--- config.mk ---
export PLATFORM = sky130hd
export DESIGN_NAME = ddr_memory_io_datapath
export DESIGN_NICKNAME = d
export VERILOG_FILES = /design/src/hdl/ddr_memory_io_datapath.v /design/src/hdl/read_fifo_mem.v
export VERILOG_INCLUDE_DIRS = /design/src /design/src/common
export SDC_FILE = /design/constraint.sdc
export NUM_CORES = 1
export LEC_CHECK = 0
export BUFFER_PORTS_ARGS = -buffer_cell sky130_fd_sc_hd__buf_2
export CAP_MARGIN = 0
export CORE_MARGIN = 1
export CORE_UTILIZATION = 36
export DETAILED_ROUTE_END_ITERATION = 12
export GPL_TIMING_DRIVEN = 1
export SLEW_MARGIN = 40
export SYNTH_ARGS = -nofsm -noshare
export SYNTH_HDL_FRONTEND = slang
export SYNTH_SLANG_ARGS = --single-unit
--- constraint.sdc ---
create_clock -name sys_clk -period 2.7 [get_ports sys_clk]
set_input_delay 0.405 -clock sys_clk [delete_from_list [all_inputs] [get_ports sys_clk]]
set_output_delay 0.405 -clock sys_clk [all_outputs]
set_load 0.01 [all_outputs]
--- src/common/ddr_io_defs.vh ---
// timing, sizing and reset constants for the memory i/o datapath
// How it works
// - each data pin's read path uses three core_logic_flop registers next to it
// - first capture register samples the data pin on capture clock rising edge
// - second capture register samples the data pin on capture clock falling edge
// - third register realigns so both captured words are presented together
// - captured high/low pair passes through a fifo into the system clock domain
// - reads use the generated capture clock; returned strobe ignored, no postamble gate
// - double_rate_io_block exists in both data output and output enable paths
// - low and high write streams load their output registers on one edge
// - low register retimed on falling edge, high register on rising edge
// - retimed pair selected by the same clock, two bits per period
// - output enable path mirrors the data path onto the tristate control
// - second active-low enable keeps strobe high-z half a cycle longer on writes
// - phase generator yields system, write and capture clocks from the core clock
// - write strobe, commands and addresses launch from the system clock
// - write data launches from a write clock lagging a quarter period
// - write mask launches from the same lagging write clock as data
// - memory clock pair made by double rate registers like the strobe
`ifndef DDR_IO_DEFS_VH
`define DDR_IO_DEFS_VH

`define CORE_CLK_PERIOD_NS 40
`define MEM_CLK_DIV 8
`define MEM_CLK_QUARTER_NUM 1
`define MEM_CLK_QUARTER_DEN 4
`define MEM_CLK_HALF_DEN 2
`define DQ_WIDTH_DEFAULT 8
`define CMD_WIDTH_DEFAULT 4
`define ADDR_WIDTH_DEFAULT 13
`define FIFO_ADDR_BITS 2
`define PHASE_ZERO 0
`define CAP_PHASE_RESET 0
`define PIN_IDLE_LEVEL 1'b0
`define OE_N_OFF 1'b1

`endif

--- src/hdl/ddr_memory_io_datapath.v ---
// double data rate memory pin datapath: read capture, read fifo, write output and clock generation
`include "ddr_io_defs.vh"

module ddr_memory_io_datapath #(
    parameter DQ_WIDTH = `DQ_WIDTH_DEFAULT,
    parameter CMD_WIDTH = `CMD_WIDTH_DEFAULT,
    parameter ADDR_WIDTH = `ADDR_WIDTH_DEFAULT,
    parameter MEM_CLK_DIV = `MEM_CLK_DIV,
    parameter FIFO_ABITS = `FIFO_ADDR_BITS
) (
    input wire sys_clk,
    input wire srst,
    // core write side
    input wire wr_valid,
    input wire [DQ_WIDTH-1:0] wr_data_h,
    input wire [DQ_WIDTH-1:0] wr_data_l,
    input wire wr_mask_h,
    input wire wr_mask_l,
    input wire [CMD_WIDTH-1:0] cmd_in,
    input wire [ADDR_WIDTH-1:0] addr_in,
    // core read side
    input wire rd_capture_en,
    input wire [$clog2(MEM_CLK_DIV)-1:0] cap_phase,
    input wire rd_ready,
    output reg rd_valid_reg,
    output reg [DQ_WIDTH-1:0] rd_data_h_reg,
    output reg [DQ_WIDTH-1:0] rd_data_l_reg,
    output reg rd_overrun_reg,
    output reg period_start_reg,
    // memory pins
    input wire [DQ_WIDTH-1:0] dq_in,
    output reg [DQ_WIDTH-1:0] dq_out_reg,
    output reg [DQ_WIDTH-1:0] dq_oe_n_reg,
    output reg dm_out_reg,
    output reg dqs_out_reg,
    output reg dqs_oe_n_reg,
    output reg ck_out_reg,
    output reg ck_n_out_reg,
    output reg [CMD_WIDTH-1:0] cmd_out_reg,
    output reg [ADDR_WIDTH-1:0] addr_out_reg
);
    // divider must be a power of two so phase arithmetic wraps for free
    localparam PW = $clog2(MEM_CLK_DIV);
    // phase points worked out as integers, then cut to the counter width on purpose
    localparam integer PH_LAST_I = MEM_CLK_DIV - 1;
    localparam integer PH_HALF_I = MEM_CLK_DIV / `MEM_CLK_HALF_DEN;
    localparam integer PH_QTR_I = MEM_CLK_DIV * `MEM_CLK_QUARTER_NUM / `MEM_CLK_QUARTER_DEN;
    localparam integer PH_WR_FALL_I = PH_QTR_I + PH_HALF_I;
    localparam integer PH_ZERO_I = `PHASE_ZERO;
    localparam integer CAP_RST_I = `CAP_PHASE_RESET;
    localparam integer FIFO_FULL_I = 1 << FIFO_ABITS;
    localparam integer ONE_I = 1;
    localparam [PW-1:0] PH_LAST = PH_LAST_I[PW-1:0];
    localparam [PW-1:0] PH_HALF = PH_HALF_I[PW-1:0];
    localparam [PW-1:0] PH_QTR = PH_QTR_I[PW-1:0];
    localparam [PW-1:0] PH_WR_FALL = PH_WR_FALL_I[PW-1:0];
    localparam [PW-1:0] PH_ZERO = PH_ZERO_I[PW-1:0];
    localparam [PW-1:0] CAP_RST = CAP_RST_I[PW-1:0];
    localparam [PW-1:0] PH_ONE = ONE_I[PW-1:0];
    localparam PAIR_W = 2 * DQ_WIDTH;
    localparam [FIFO_ABITS:0] FIFO_FULL = FIFO_FULL_I[FIFO_ABITS:0];
    localparam [FIFO_ABITS:0] CNT_ONE = ONE_I[FIFO_ABITS:0];
    localparam [FIFO_ABITS-1:0] PTR_ONE = ONE_I[FIFO_ABITS-1:0];

    // =========================================================
    // phase generator
    // =========================================================
    reg [PW-1:0] ph_reg;
    reg [PW-1:0] cap_phase_reg;
    wire sys_rise = (ph_reg == PH_ZERO);
    wire sys_fall = (ph_reg == PH_HALF);
    wire wr_rise = (ph_reg == PH_QTR);
    wire wr_fall = (ph_reg == PH_WR_FALL);
    wire cap_rise = (ph_reg == cap_phase_reg);
    wire [PW-1:0] cap_fall_ph = cap_phase_reg + PH_HALF;
    wire cap_fall = (ph_reg == cap_fall_ph);

    always @(posedge sys_clk) begin
        if (srst) begin
            ph_reg <= PH_ZERO;
            cap_phase_reg <= CAP_RST;
            period_start_reg <= 1'b0;
        end else begin
            ph_reg <= (ph_reg == PH_LAST) ? PH_ZERO : ph_reg + PH_ONE;
            // phase only taken at period start so capture edges never double up
            if (ph_reg == PH_LAST) begin
                cap_phase_reg <= cap_phase;
            end
            period_start_reg <= (ph_reg == PH_LAST);
        end
    end

    // =========================================================
    // memory clock pair and command launch
    // =========================================================
    always @(posedge sys_clk) begin
        if (srst) begin
            ck_out_reg <= `PIN_IDLE_LEVEL;
            ck_n_out_reg <= ~`PIN_IDLE_LEVEL;
            cmd_out_reg <= {CMD_WIDTH{1'b0}};
            addr_out_reg <= {ADDR_WIDTH{1'b0}};
        end else begin
            if (sys_rise) begin
                ck_out_reg <= 1'b1;
                ck_n_out_reg <= 1'b0;
                cmd_out_reg <= cmd_in;
                addr_out_reg <= addr_in;
            end else if (sys_fall) begin
                ck_out_reg <= 1'b0;
                ck_n_out_reg <= 1'b1;
            end
        end
    end

    // =========================================================
    // write path
    // =========================================================
    reg [DQ_WIDTH-1:0] out_a_reg;
    reg [DQ_WIDTH-1:0] out_b_reg;
    reg mask_a_reg;
    reg mask_b_reg;
    reg oe_a_reg;
    reg oe_b_reg;
    reg dqs_oe_a_reg;
    reg dqs_oe_b_reg;
    reg wr_active_reg;

    // both streams enter on the same system rise
    always @(posedge sys_clk) begin
        if (srst) begin
            out_a_reg <= {DQ_WIDTH{1'b0}};
            out_b_reg <= {DQ_WIDTH{1'b0}};
            mask_a_reg <= 1'b0;
            mask_b_reg <= 1'b0;
            wr_active_reg <= 1'b0;
        end else if (sys_rise) begin
            out_a_reg <= wr_data_l;
            out_b_reg <= wr_data_h;
            mask_a_reg <= wr_mask_l;
            mask_b_reg <= wr_mask_h;
            wr_active_reg <= wr_valid;
        end
    end

    // per-pin double_rate_io_block, data and enable side by side
    genvar g;
    generate
        for (g = 0; g < DQ_WIDTH; g = g + 1) begin : g_dq_out
            always @(posedge sys_clk) begin
                if (srst) begin
                    dq_out_reg[g] <= `PIN_IDLE_LEVEL;
                    dq_oe_n_reg[g] <= `OE_N_OFF;
                end else if (wr_rise) begin
                    dq_out_reg[g] <= out_b_reg[g];
                    dq_oe_n_reg[g] <= ~oe_b_reg;
                end else if (wr_fall) begin
                    dq_out_reg[g] <= out_a_reg[g];
                    dq_oe_n_reg[g] <= ~oe_a_reg;
                end
            end
        end
    endgenerate

    always @(posedge sys_clk) begin
        if (srst) begin
            oe_a_reg <= 1'b0;
            oe_b_reg <= 1'b0;
            dm_out_reg <= `PIN_IDLE_LEVEL;
        end else begin
            if (sys_rise) begin
                oe_a_reg <= wr_valid;
                oe_b_reg <= wr_valid;
            end
            if (wr_rise) begin
                dm_out_reg <= mask_b_reg;
            end else if (wr_fall) begin
                dm_out_reg <= mask_a_reg;
            end
        end
    end

    // strobe: first enable follows the burst, second one lags half a period
    always @(posedge sys_clk) begin
        if (srst) begin
            dqs_oe_a_reg <= 1'b0;
            dqs_oe_b_reg <= 1'b0;
            dqs_out_reg <= `PIN_IDLE_LEVEL;
            dqs_oe_n_reg <= `OE_N_OFF;
        end else begin
            if (sys_rise) begin
                dqs_oe_a_reg <= wr_valid;
                dqs_oe_n_reg <= ~(wr_valid & dqs_oe_b_reg);
                dqs_out_reg <= wr_active_reg;
            end else if (sys_fall) begin
                dqs_oe_b_reg <= dqs_oe_a_reg;
                dqs_oe_n_reg <= ~dqs_oe_a_reg;
                dqs_out_reg <= 1'b0;
            end
        end
    end

    // =========================================================
    // read capture: returned strobe is never looked at
    // =========================================================
    reg [DQ_WIDTH-1:0] dq_s1_reg;
    reg [DQ_WIDTH-1:0] dq_s2_reg;
    reg [DQ_WIDTH-1:0] dq_s3_reg;
    reg [DQ_WIDTH-1:0] dq_clean_reg;
    reg [DQ_WIDTH-1:0] cap_a_reg;
    reg [DQ_WIDTH-1:0] cap_b_reg;
    reg [DQ_WIDTH-1:0] cap_c_reg;
    reg pair_ready_reg;

    generate
        for (g = 0; g < DQ_WIDTH; g = g + 1) begin : g_dq_in
            always @(posedge sys_clk) begin
                if (srst) begin
                    dq_s1_reg[g] <= 1'b0;
                    dq_s2_reg[g] <= 1'b0;
                    dq_s3_reg[g] <= 1'b0;
                    dq_clean_reg[g] <= 1'b0;
                    cap_a_reg[g] <= 1'b0;
                    cap_b_reg[g] <= 1'b0;
                    cap_c_reg[g] <= 1'b0;
                end else begin
                    dq_s1_reg[g] <= dq_in[g];
                    dq_s2_reg[g] <= dq_s1_reg[g];
                    dq_s3_reg[g] <= dq_s2_reg[g];
                    if (dq_s2_reg[g] == dq_s3_reg[g]) begin
                        dq_clean_reg[g] <= dq_s3_reg[g];
                    end
                    if (cap_rise) begin
                        cap_a_reg[g] <= dq_clean_reg[g];
                    end
                    if (cap_fall) begin
                        cap_b_reg[g] <= dq_clean_reg[g];
                        cap_c_reg[g] <= cap_a_reg[g];
                    end
                end
            end
        end
    endgenerate

    always @(posedge sys_clk) begin
        if (srst) begin
            pair_ready_reg <= 1'b0;
        end else begin
            pair_ready_reg <= cap_fall & rd_capture_en;
        end
    end

    // =========================================================
    // read fifo into the system clock domain
    // =========================================================
    reg [FIFO_ABITS-1:0] wptr_reg;
    reg [FIFO_ABITS-1:0] rptr_reg;
    reg [FIFO_ABITS:0] count_reg;
    reg rd_pend_reg;
    wire [PAIR_W-1:0] fifo_q;
    wire fifo_full = (count_reg == FIFO_FULL);
    wire push = pair_ready_reg & ~fifo_full;
    wire pop = (count_reg != {(FIFO_ABITS+1){1'b0}}) & ~rd_pend_reg & (~rd_valid_reg | rd_ready);

    read_fifo_mem #(
        .WIDTH(PAIR_W),
        .ABITS(FIFO_ABITS)
    ) u_read_fifo_mem (
        .sys_clk(sys_clk),
        .wr_en(push),
        .wr_addr(wptr_reg),
        .wr_data({cap_c_reg, cap_b_reg}),
        .rd_en(pop),
        .rd_addr(rptr_reg),
        .rd_data(fifo_q)
    );

    always @(posedge sys_clk) begin
        if (srst) begin
            wptr_reg <= {FIFO_ABITS{1'b0}};
            rptr_reg <= {FIFO_ABITS{1'b0}};
            count_reg <= {(FIFO_ABITS+1){1'b0}};
            rd_pend_reg <= 1'b0;
            rd_valid_reg <= 1'b0;
            rd_data_h_reg <= {DQ_WIDTH{1'b0}};
            rd_data_l_reg <= {DQ_WIDTH{1'b0}};
            rd_overrun_reg <= 1'b0;
        end else begin
            if (push) begin
                wptr_reg <= wptr_reg + PTR_ONE;
            end
            if (pop) begin
                rptr_reg <= rptr_reg + PTR_ONE;
            end
            if (push & ~pop) begin
                count_reg <= count_reg + CNT_ONE;
            end else if (pop & ~push) begin
                count_reg <= count_reg - CNT_ONE;
            end
            // a full fifo drops the pair; flag stays until reset
            if (pair_ready_reg & fifo_full) begin
                rd_overrun_reg <= 1'b1;
            end
            rd_pend_reg <= pop;
            if (rd_pend_reg) begin
                rd_valid_reg <= 1'b1;
                rd_data_h_reg <= fifo_q[PAIR_W-1:DQ_WIDTH];
                rd_data_l_reg <= fifo_q[DQ_WIDTH-1:0];
            end else if (rd_ready) begin
                rd_valid_reg <= 1'b0;
            end
        end
    end
endmodule // ddr_memory_io_datapath

--- src/hdl/read_fifo_mem.v ---
// small dual-port memory holding captured read pairs, registered read data
module read_fifo_mem #(
    parameter WIDTH = 16,
    parameter ABITS = 2
) (
    input wire sys_clk,
    input wire wr_en,
    input wire [ABITS-1:0] wr_addr,
    input wire [WIDTH-1:0] wr_data,
    input wire rd_en,
    input wire [ABITS-1:0] rd_addr,
    output reg [WIDTH-1:0] rd_data
);
    reg [WIDTH-1:0] mem [0:(1<<ABITS)-1];

    always @(posedge sys_clk) begin
        if (wr_en) begin
            mem[wr_addr] <= wr_data;
        end
        if (rd_en) begin
            rd_data <= mem[rd_addr];
        end
    end
endmodule // read_fifo_mem

After elaboration in Yosys (flattened, before gate mapping)

Memory sizes are Yosys's and may differ from the RTL's. A register that Yosys moved wholly into a read port is not among the register bits.
Index checks and enable logic that the tools add are counted.
W data, S select, Z words.

Logic and storage cells: 170
Input bits: 51
Output and inout bits: 57
Register bits: 141
Memories: 1
RAM bits: 64

Memory list:

| memory              | words | bits a word | read ports | clocked after memory_dff | write ports | RTL line           | source |
|---|---|---|---|---|---|---|---|
| u_read_fifo_mem.mem | 4     | 16          | 1          | 1                        | 1           | read_fifo_mem.v:14 | `reg [WIDTH-1:0] mem [0:(1<<ABITS)-1];` |

$add $sub $neg: 6
Reductions and logical operators: 8
Equal/unequal tests: 15
Multiplexer cells: 33
Bitwise gates (word level): 17

Operator list:

| operator              | number |
|---|---|
| $mux W1               | 31 |
| $eq A3 B3 Y1 const B  | 4 |
| $and A1 B1 Y1         | 8 |
| $eq A1 B1 Y1          | 8 |
| $not A1 Y1            | 8 |
| $reduce_bool A2 Y1    | 4 |
| $add A3 B1 Y3 const B | 2 |
| $eq A3 B3 Y1          | 2 |
| $mux W3               | 2 |
| $add A2 B1 Y2 const B | 2 |
| $add A3 B3 Y3 const B | 1 |
| $eq A3 B2 Y1 const B  | 1 |
| $logic_not A3 Y1      | 1 |
| $reduce_bool A3 Y1    | 1 |
| $sub A3 B1 Y3 const B | 1 |
| $reduce_and A2 Y1     | 1 |
| $reduce_or A2 Y1      | 1 |
| $or A1 B1 Y1          | 1 |

Logic depth before layout (Yosys ltp)

Depth in word-level cells: 7
Depth in mapped cells: 8

Cells and area by module

Synthesis repeated with hierarchy kept, for this count alone.

Cells, all modules: 625
Area, all modules: 7863.8 um^2

Modules (own cells, without submodules):

| module                 | seq. area each (um^2) | cells an instance | area an instance (um^2) | instances |
|---|---|---|---|---|
| ddr_memory_io_datapath | 2822.7                | 521               | 5006.1                  | 1 |
| read_fifo_mem          | 2402.3                | 104               | 2857.7                  | 1 |

Worst setup path after synthesis

Ideal clock, no wire load.

Path type: register -> register
From: reg count_reg[0]
To: reg count_reg[2]
Data arrival time: 2.042 ns
Path buffers: 0
Required time: 2.630 ns
Stages on the path, launching flop included: 9
Setup slack: 0.588 ns
Cell sequence: dfxtp_1 -> nor2_1 -> a21boi_1 -> ha_1 -> inv_1 -> fa_1 -> xor2_1 -> or3_1 -> a21oi_1

Word-level cells in the longest chain between the ends: 6
Elaborated cells on any way between the ends: 15
Those cells by class: 2 x add/sub; 1 x eq/ne; 2 x mux; 8 x bitwise; 2 x reduce/logical

Ends and longest elaborated chain:

| what                         | RTL line                     | source |
|---|---|---|
| start: declaration           | ddr_memory_io_datapath.v:257 | `reg [FIFO_ABITS:0] count_reg;` |
| start signal: assignment     | ddr_memory_io_datapath.v:281 | `count_reg <= {(FIFO_ABITS+1){1'b0}};` |
| start signal: assignment     | ddr_memory_io_datapath.v:295 | `count_reg <= count_reg + CNT_ONE;` |
| start signal: assignment     | ddr_memory_io_datapath.v:297 | `count_reg <= count_reg - CNT_ONE;` |
| $eq A3 B3 Y1 (*)             | ddr_memory_io_datapath.v:260 | `wire fifo_full = (count_reg == FIFO_FULL);` |
| $not A1 Y1 (*)               | ddr_memory_io_datapath.v:261 | `wire push = pair_ready_reg & ~fifo_full;` |
| $and A1 B1 Y1 (*)            | ddr_memory_io_datapath.v:261 |  |
| named net push               | ddr_memory_io_datapath.v:261 |  |
| $not A1 Y1                   | ddr_memory_io_datapath.v:296 | `end else if (pop & ~push) begin` |
| $and A1 B1 Y1                | ddr_memory_io_datapath.v:296 |  |
| $reduce_bool A2 Y1 (no line) | -                            |  |

Mark *: on every way through the listed nets, which the timed path passes. The rest lies on a longest branch. The select of a mux whose other input is x is not followed.
A chain may end at the register's enable or synchronous reset.

Final worst setup path

From: reg count_reg[0]
To: reg count_reg[2]

Word-level cells in the longest chain between the ends: 6
Elaborated cells on any way between the ends: 15
Those cells by class: 2 x add/sub; 1 x eq/ne; 2 x mux; 8 x bitwise; 2 x reduce/logical

Ends and longest elaborated chain:

| what                                                      | RTL line |
|---|---|
| $reduce_bool A3 Y1 / $eq A3 B3 Y1 (equally long branches) | ddr_memory_io_datapath.v:262, ddr_memory_io_datapath.v:260 |
| $and A1 B1 Y1 / $not A1 Y1 (equally long branches)        | ddr_memory_io_datapath.v:262, ddr_memory_io_datapath.v:261 |
| $and A1 B1 Y1, on equally long branches                   | ddr_memory_io_datapath.v:262, ddr_memory_io_datapath.v:261 |
| $not A1 Y1, on equally long branches                      | ddr_memory_io_datapath.v:294, ddr_memory_io_datapath.v:296 |
| $and A1 B1 Y1, on equally long branches                   | ddr_memory_io_datapath.v:294, ddr_memory_io_datapath.v:296 |
| $mux W3 / $reduce_bool A2 Y1 (equally long branches)      | - |

Several ways; a longest one is shown, not always the timed one. The select of a mux whose other input is x is not followed.

==> out/results.ini <==
[status]
run_status=finished clean

[pwr]
power.density_cell_area_nw_per_um2=910
max-vdd-ir-drop_mv=0.400
leakagePower_nw=3.85

[final_layout]
diodes=0
max_reg_flops=64
n_fill_cell=2001
multiInputGateArea_um2=2390
areaGrowthSynthToFinish_pct=21.3
finalNetCount=796
layout.area.seq_um2=5230
drive_gt1_share_pct=24.2

[sta]
fin_crit_sh_pct=78.6
tns_ps=0
slew_viol_final=0
final-hold-violation-count=0
transition_time_at_the_pin_with_the_least_slew_margin_ps=665
max_clock_freq_mhz=471
fin_worst_skew_ps=14.3
setup_viol_count_final=0
hold_ws_ps=104
rsz0062_at_grt=no
slew-limit-headroom_pct=55.7
min_period_ps=2120

[detailed_routing]
number_of_design_rule_violations_left_after_detail_routing=0
final_antenna_net_count=0
first_pass_iters=4
routed-via-count=4624
routed_via_density=4.51
detail_route.wirelength_mm=13.5
drt_iter0_markers=159
routedWlPerCell_um=13.1

[global_routing]
grt_max_degree=61
grt_remaining_overflow=0
grtUsageTotal_pct=12.4
initial_antenna_violation_count=0
first_global_vias=4506
grt_pass1_wl_mm=22.5

[cts]
post_cts_setup_buffer_count=0
tritoncts_num_sinks=221
buffer_type_at_the_clock_tree_root=sky130_fd_sc_hd__clkbuf_16
cts_made_buffers=24
tritoncts=done
clock_insertion_delay_worst_skew_ps=510
ctsResizeCount=0
cts_hold_buffers=0
path_clk_slew_ps=60
clock_tree.buffer_depth=3
cts_max_level=1

[floorplan]
floorplan.die_area_um2=22400
boundaryPins=108
core_area_um2=21200
start_util_pct=37.1
chipHeight_um=150
die_width_um=150
num_rows=53

[run]
cap_viol_max_count=0

[setup_path]
buffers_plus_inverters_on_the_worst_setup_path=1
critical_path.startpoint_type=flip-flop
cpMaxStageDelayCell=sky130_fd_sc_hd__fa_1
worst_setup_path_category=reg -> reg
worst_ep_required_time_ps=3130
critical_path_arrival_ps=2550
most_repeated_library_cell_on_the_critical_path=sky130_fd_sc_hd__or3_1
timing.critical_path.fanout_max=4
slowest_delay_ps=370
critPathTopFamily=simple AND/OR/NAND/NOR gates
worstPathCellList=nor3_1 > or3_1 > ha_1 > inv_1 > fa_1 > xor2_1 > or3_1 > a21oi_1
critical_path.endpoint_type=flip-flop

[yosys]
synth-warning-count=0
asyncSetResetFlopFracSynth_pct=0
synth_cell_type_count=32
count_of_flip_flops_with_a_built_in_enable_after_synthesis=80
synth-main-ff-cell=sky130_fd_sc_hd__dfxtp_1
postSynthNetCount=692
ys_ff_latch=221
post_synth_instance_area_um2=7860
postSynthCellCount=629
synth.yosys.seq_area_share_pct=66.4
syn-mean-instance-area_um2=12.5

[placement]
buffer_ports.inserted=107
final_hpwl_from_detailed_placement_mm=8.31
place_congestion=0.701

[min_path]
hp-class=in -> reg

==> worst reg2reg max path, delay by kind of cell (launching register included) <==
kind | cells | cell delay (ps)
and+or+nand+nor | 3 | 780
adders and majority gates | 2 | 560
DFF | 1 | 360
xor gates and xnor gates | 1 | 160
AOI/OAI and AO/OA | 1 | 150
buffers and inverters | 1 | 60
==> cell usage in the layout (no fill, tap or decap), types with 2 or more instances in the layout <==
| master | Yosys | final |
|---|---|---|
| sky130_fd_sc_hd__dfxtp_1 | 141 | 140 |
| sky130_fd_sc_hd__buf_2 | 6 | 106 |
| sky130_fd_sc_hd__nand2_1 | 84 | 84 |
| sky130_fd_sc_hd__edfxtp_1 | 80 | 80 |
| sky130_fd_sc_hd__nor2_1 | 63 | 63 |
| sky130_fd_sc_hd__mux2i_1 | 54 | 54 |
| sky130_fd_sc_hd__a21oi_1 | 48 | 48 |
| sky130_fd_sc_hd__nor2b_1 | 26 | 26 |
| sky130_fd_sc_hd__clkbuf_16 | 0 | 24 |
| sky130_fd_sc_hd__mux4_2 | 16 | 16 |
| sky130_fd_sc_hd__buf_4 | 9 | 14 |
| sky130_fd_sc_hd__o21ai_0 | 11 | 11 |
| sky130_fd_sc_hd__ha_1 | 11 | 11 |
| sky130_fd_sc_hd__a211oi_1 | 9 | 9 |
| sky130_fd_sc_hd__nand2b_1 | 7 | 7 |
| sky130_fd_sc_hd__inv_1 | 6 | 6 |
| sky130_fd_sc_hd__clkbuf_8 | 0 | 6 |
| sky130_fd_sc_hd__bufinv_16 | 0 | 5 |
| sky130_fd_sc_hd__and2_1 | 4 | 4 |
| sky130_fd_sc_hd__xor2_1 | 4 | 4 |
| sky130_fd_sc_hd__xnor2_1 | 4 | 4 |
| sky130_fd_sc_hd__nor3_1 | 3 | 3 |
| sky130_fd_sc_hd__nor3b_1 | 3 | 3 |
| sky130_fd_sc_hd__or3_1 | 3 | 2 |
| sky130_fd_sc_hd__nand3_1 | 2 | 2 |
| sky130_fd_sc_hd__a31oi_1 | 2 | 2 |
| sky130_fd_sc_hd__clkinv_2 | 0 | 2 |
==> cell families after synthesis <==
| kind of cell | Yosys count | share of synthesized area, % |
|---|---|---|
| compound gates | 71 | 4.87 |
| xor+xnor | 8 | 0.891 |
| fa+ha+maj | 12 | 2.00 |
| buf+inv | 49 | 3.17 |
| flops | 221 | 66.4 |
| mux | 70 | 11.5 |
| simple gates | 198 | 11.2 |
==> power by group <==
group | internal [W] | switching [W] | leakage (nW)
clock network | 0.00228 | 0.00131 | 0.440
registers | 0.00381 | 0.000162 | 1.90
logic | 0.000511 | 0.000598 | 1.51
total | 0.00661 | 0.00207 | 3.85
==> metrics by stage <==
| step | setup slack [ps] | total power [W] | cell area [um2] | utilization [%] | std cells |
|---|---|---|---|---|---|
| after global placement | 559 | 0.00516 | 8640 | 40.7 | 982 |
| final | 579 | 0.00868 | 9540 | 44.9 | 1026 |
| after floorplan | 588 | 0.00486 | 7860 | - | 629 |
| after detailed placement | 531 | 0.00518 | 8640 | 40.7 | 982 |
| after global routing | 423 | 0.00910 | 9540 | 44.9 | 1026 |
| after CTS | 583 | 0.00883 | 9540 | 44.9 | 1026 |
==> final timing paths <==
| path | cells past startpoint | startpoint | endpoint | slack [ps] |
|---|---|---|---|---|
| min | 2 | dq_in[6] | dq_s1_reg[6]$_SDFF_PP0_ | 100 |
| max reg2reg | 8 | count_reg[0]$_SDFFE_PP0P_ | count_reg[2]$_SDFFE_PP0P_ | 580 |
| max | 8 | count_reg[0]$_SDFFE_PP0P_ | count_reg[2]$_SDFFE_PP0P_ | 580 |
| min reg2reg | 1 | dq_s1_reg[7]$_SDFF_PP0_ | dq_s2_reg[7]$_SDFF_PP0_ | 430 |
==> cell usage after synthesis, types with 2 or more instances <==
cell type / number / share of area [%]
sky130_fd_sc_hd__a211oi_1: 9 / 0.86
sky130_fd_sc_hd__a21oi_1: 48 / 3.1
sky130_fd_sc_hd__a31oi_1: 2 / 0.16
sky130_fd_sc_hd__and2_1: 4 / 0.32
sky130_fd_sc_hd__buf_2: 6 / 0.38
sky130_fd_sc_hd__buf_4: 9 / 0.86
sky130_fd_sc_hd__clkbuf_1: 25 / 1.2
sky130_fd_sc_hd__dfxtp_1: 141 / 36
sky130_fd_sc_hd__edfxtp_1: 80 / 31
sky130_fd_sc_hd__ha_1: 11 / 1.8
sky130_fd_sc_hd__inv_1: 6 / 0.29
sky130_fd_sc_hd__mux2i_1: 54 / 6.9
sky130_fd_sc_hd__mux4_2: 16 / 4.6
sky130_fd_sc_hd__nand2_1: 84 / 4.0
sky130_fd_sc_hd__nand2b_1: 7 / 0.56
sky130_fd_sc_hd__nand3_1: 2 / 0.13
sky130_fd_sc_hd__nor2_1: 63 / 3.0
sky130_fd_sc_hd__nor2b_1: 26 / 2.1
sky130_fd_sc_hd__nor3_1: 3 / 0.19
sky130_fd_sc_hd__nor3b_1: 3 / 0.29
sky130_fd_sc_hd__o21ai_0: 11 / 0.70
sky130_fd_sc_hd__or3_1: 3 / 0.24
sky130_fd_sc_hd__xnor2_1: 4 / 0.45
sky130_fd_sc_hd__xor2_1: 4 / 0.45
==> area by class of cell <==
class / count / area share [%]
Sequential cell: 221 / 54.8
Multi-Input combinational cell: 359 / 25.1
Clock buffer: 31 / 7.20
Timing Repair Buffer: 121 / 6.87
Tap cell: 275 / 3.61
Clock inverter: 13 / 2.22
Inverter: 6 / 0.236
==> layer usage <==
metal / track usage, % / wire (um)
met5: 0 / 0
met3: 4.27 / 1020
met4: 4.04 / 315
met1: 16.1 / 6290
met2: 19.4 / 5840
Power figures use the tool's default switching activity.
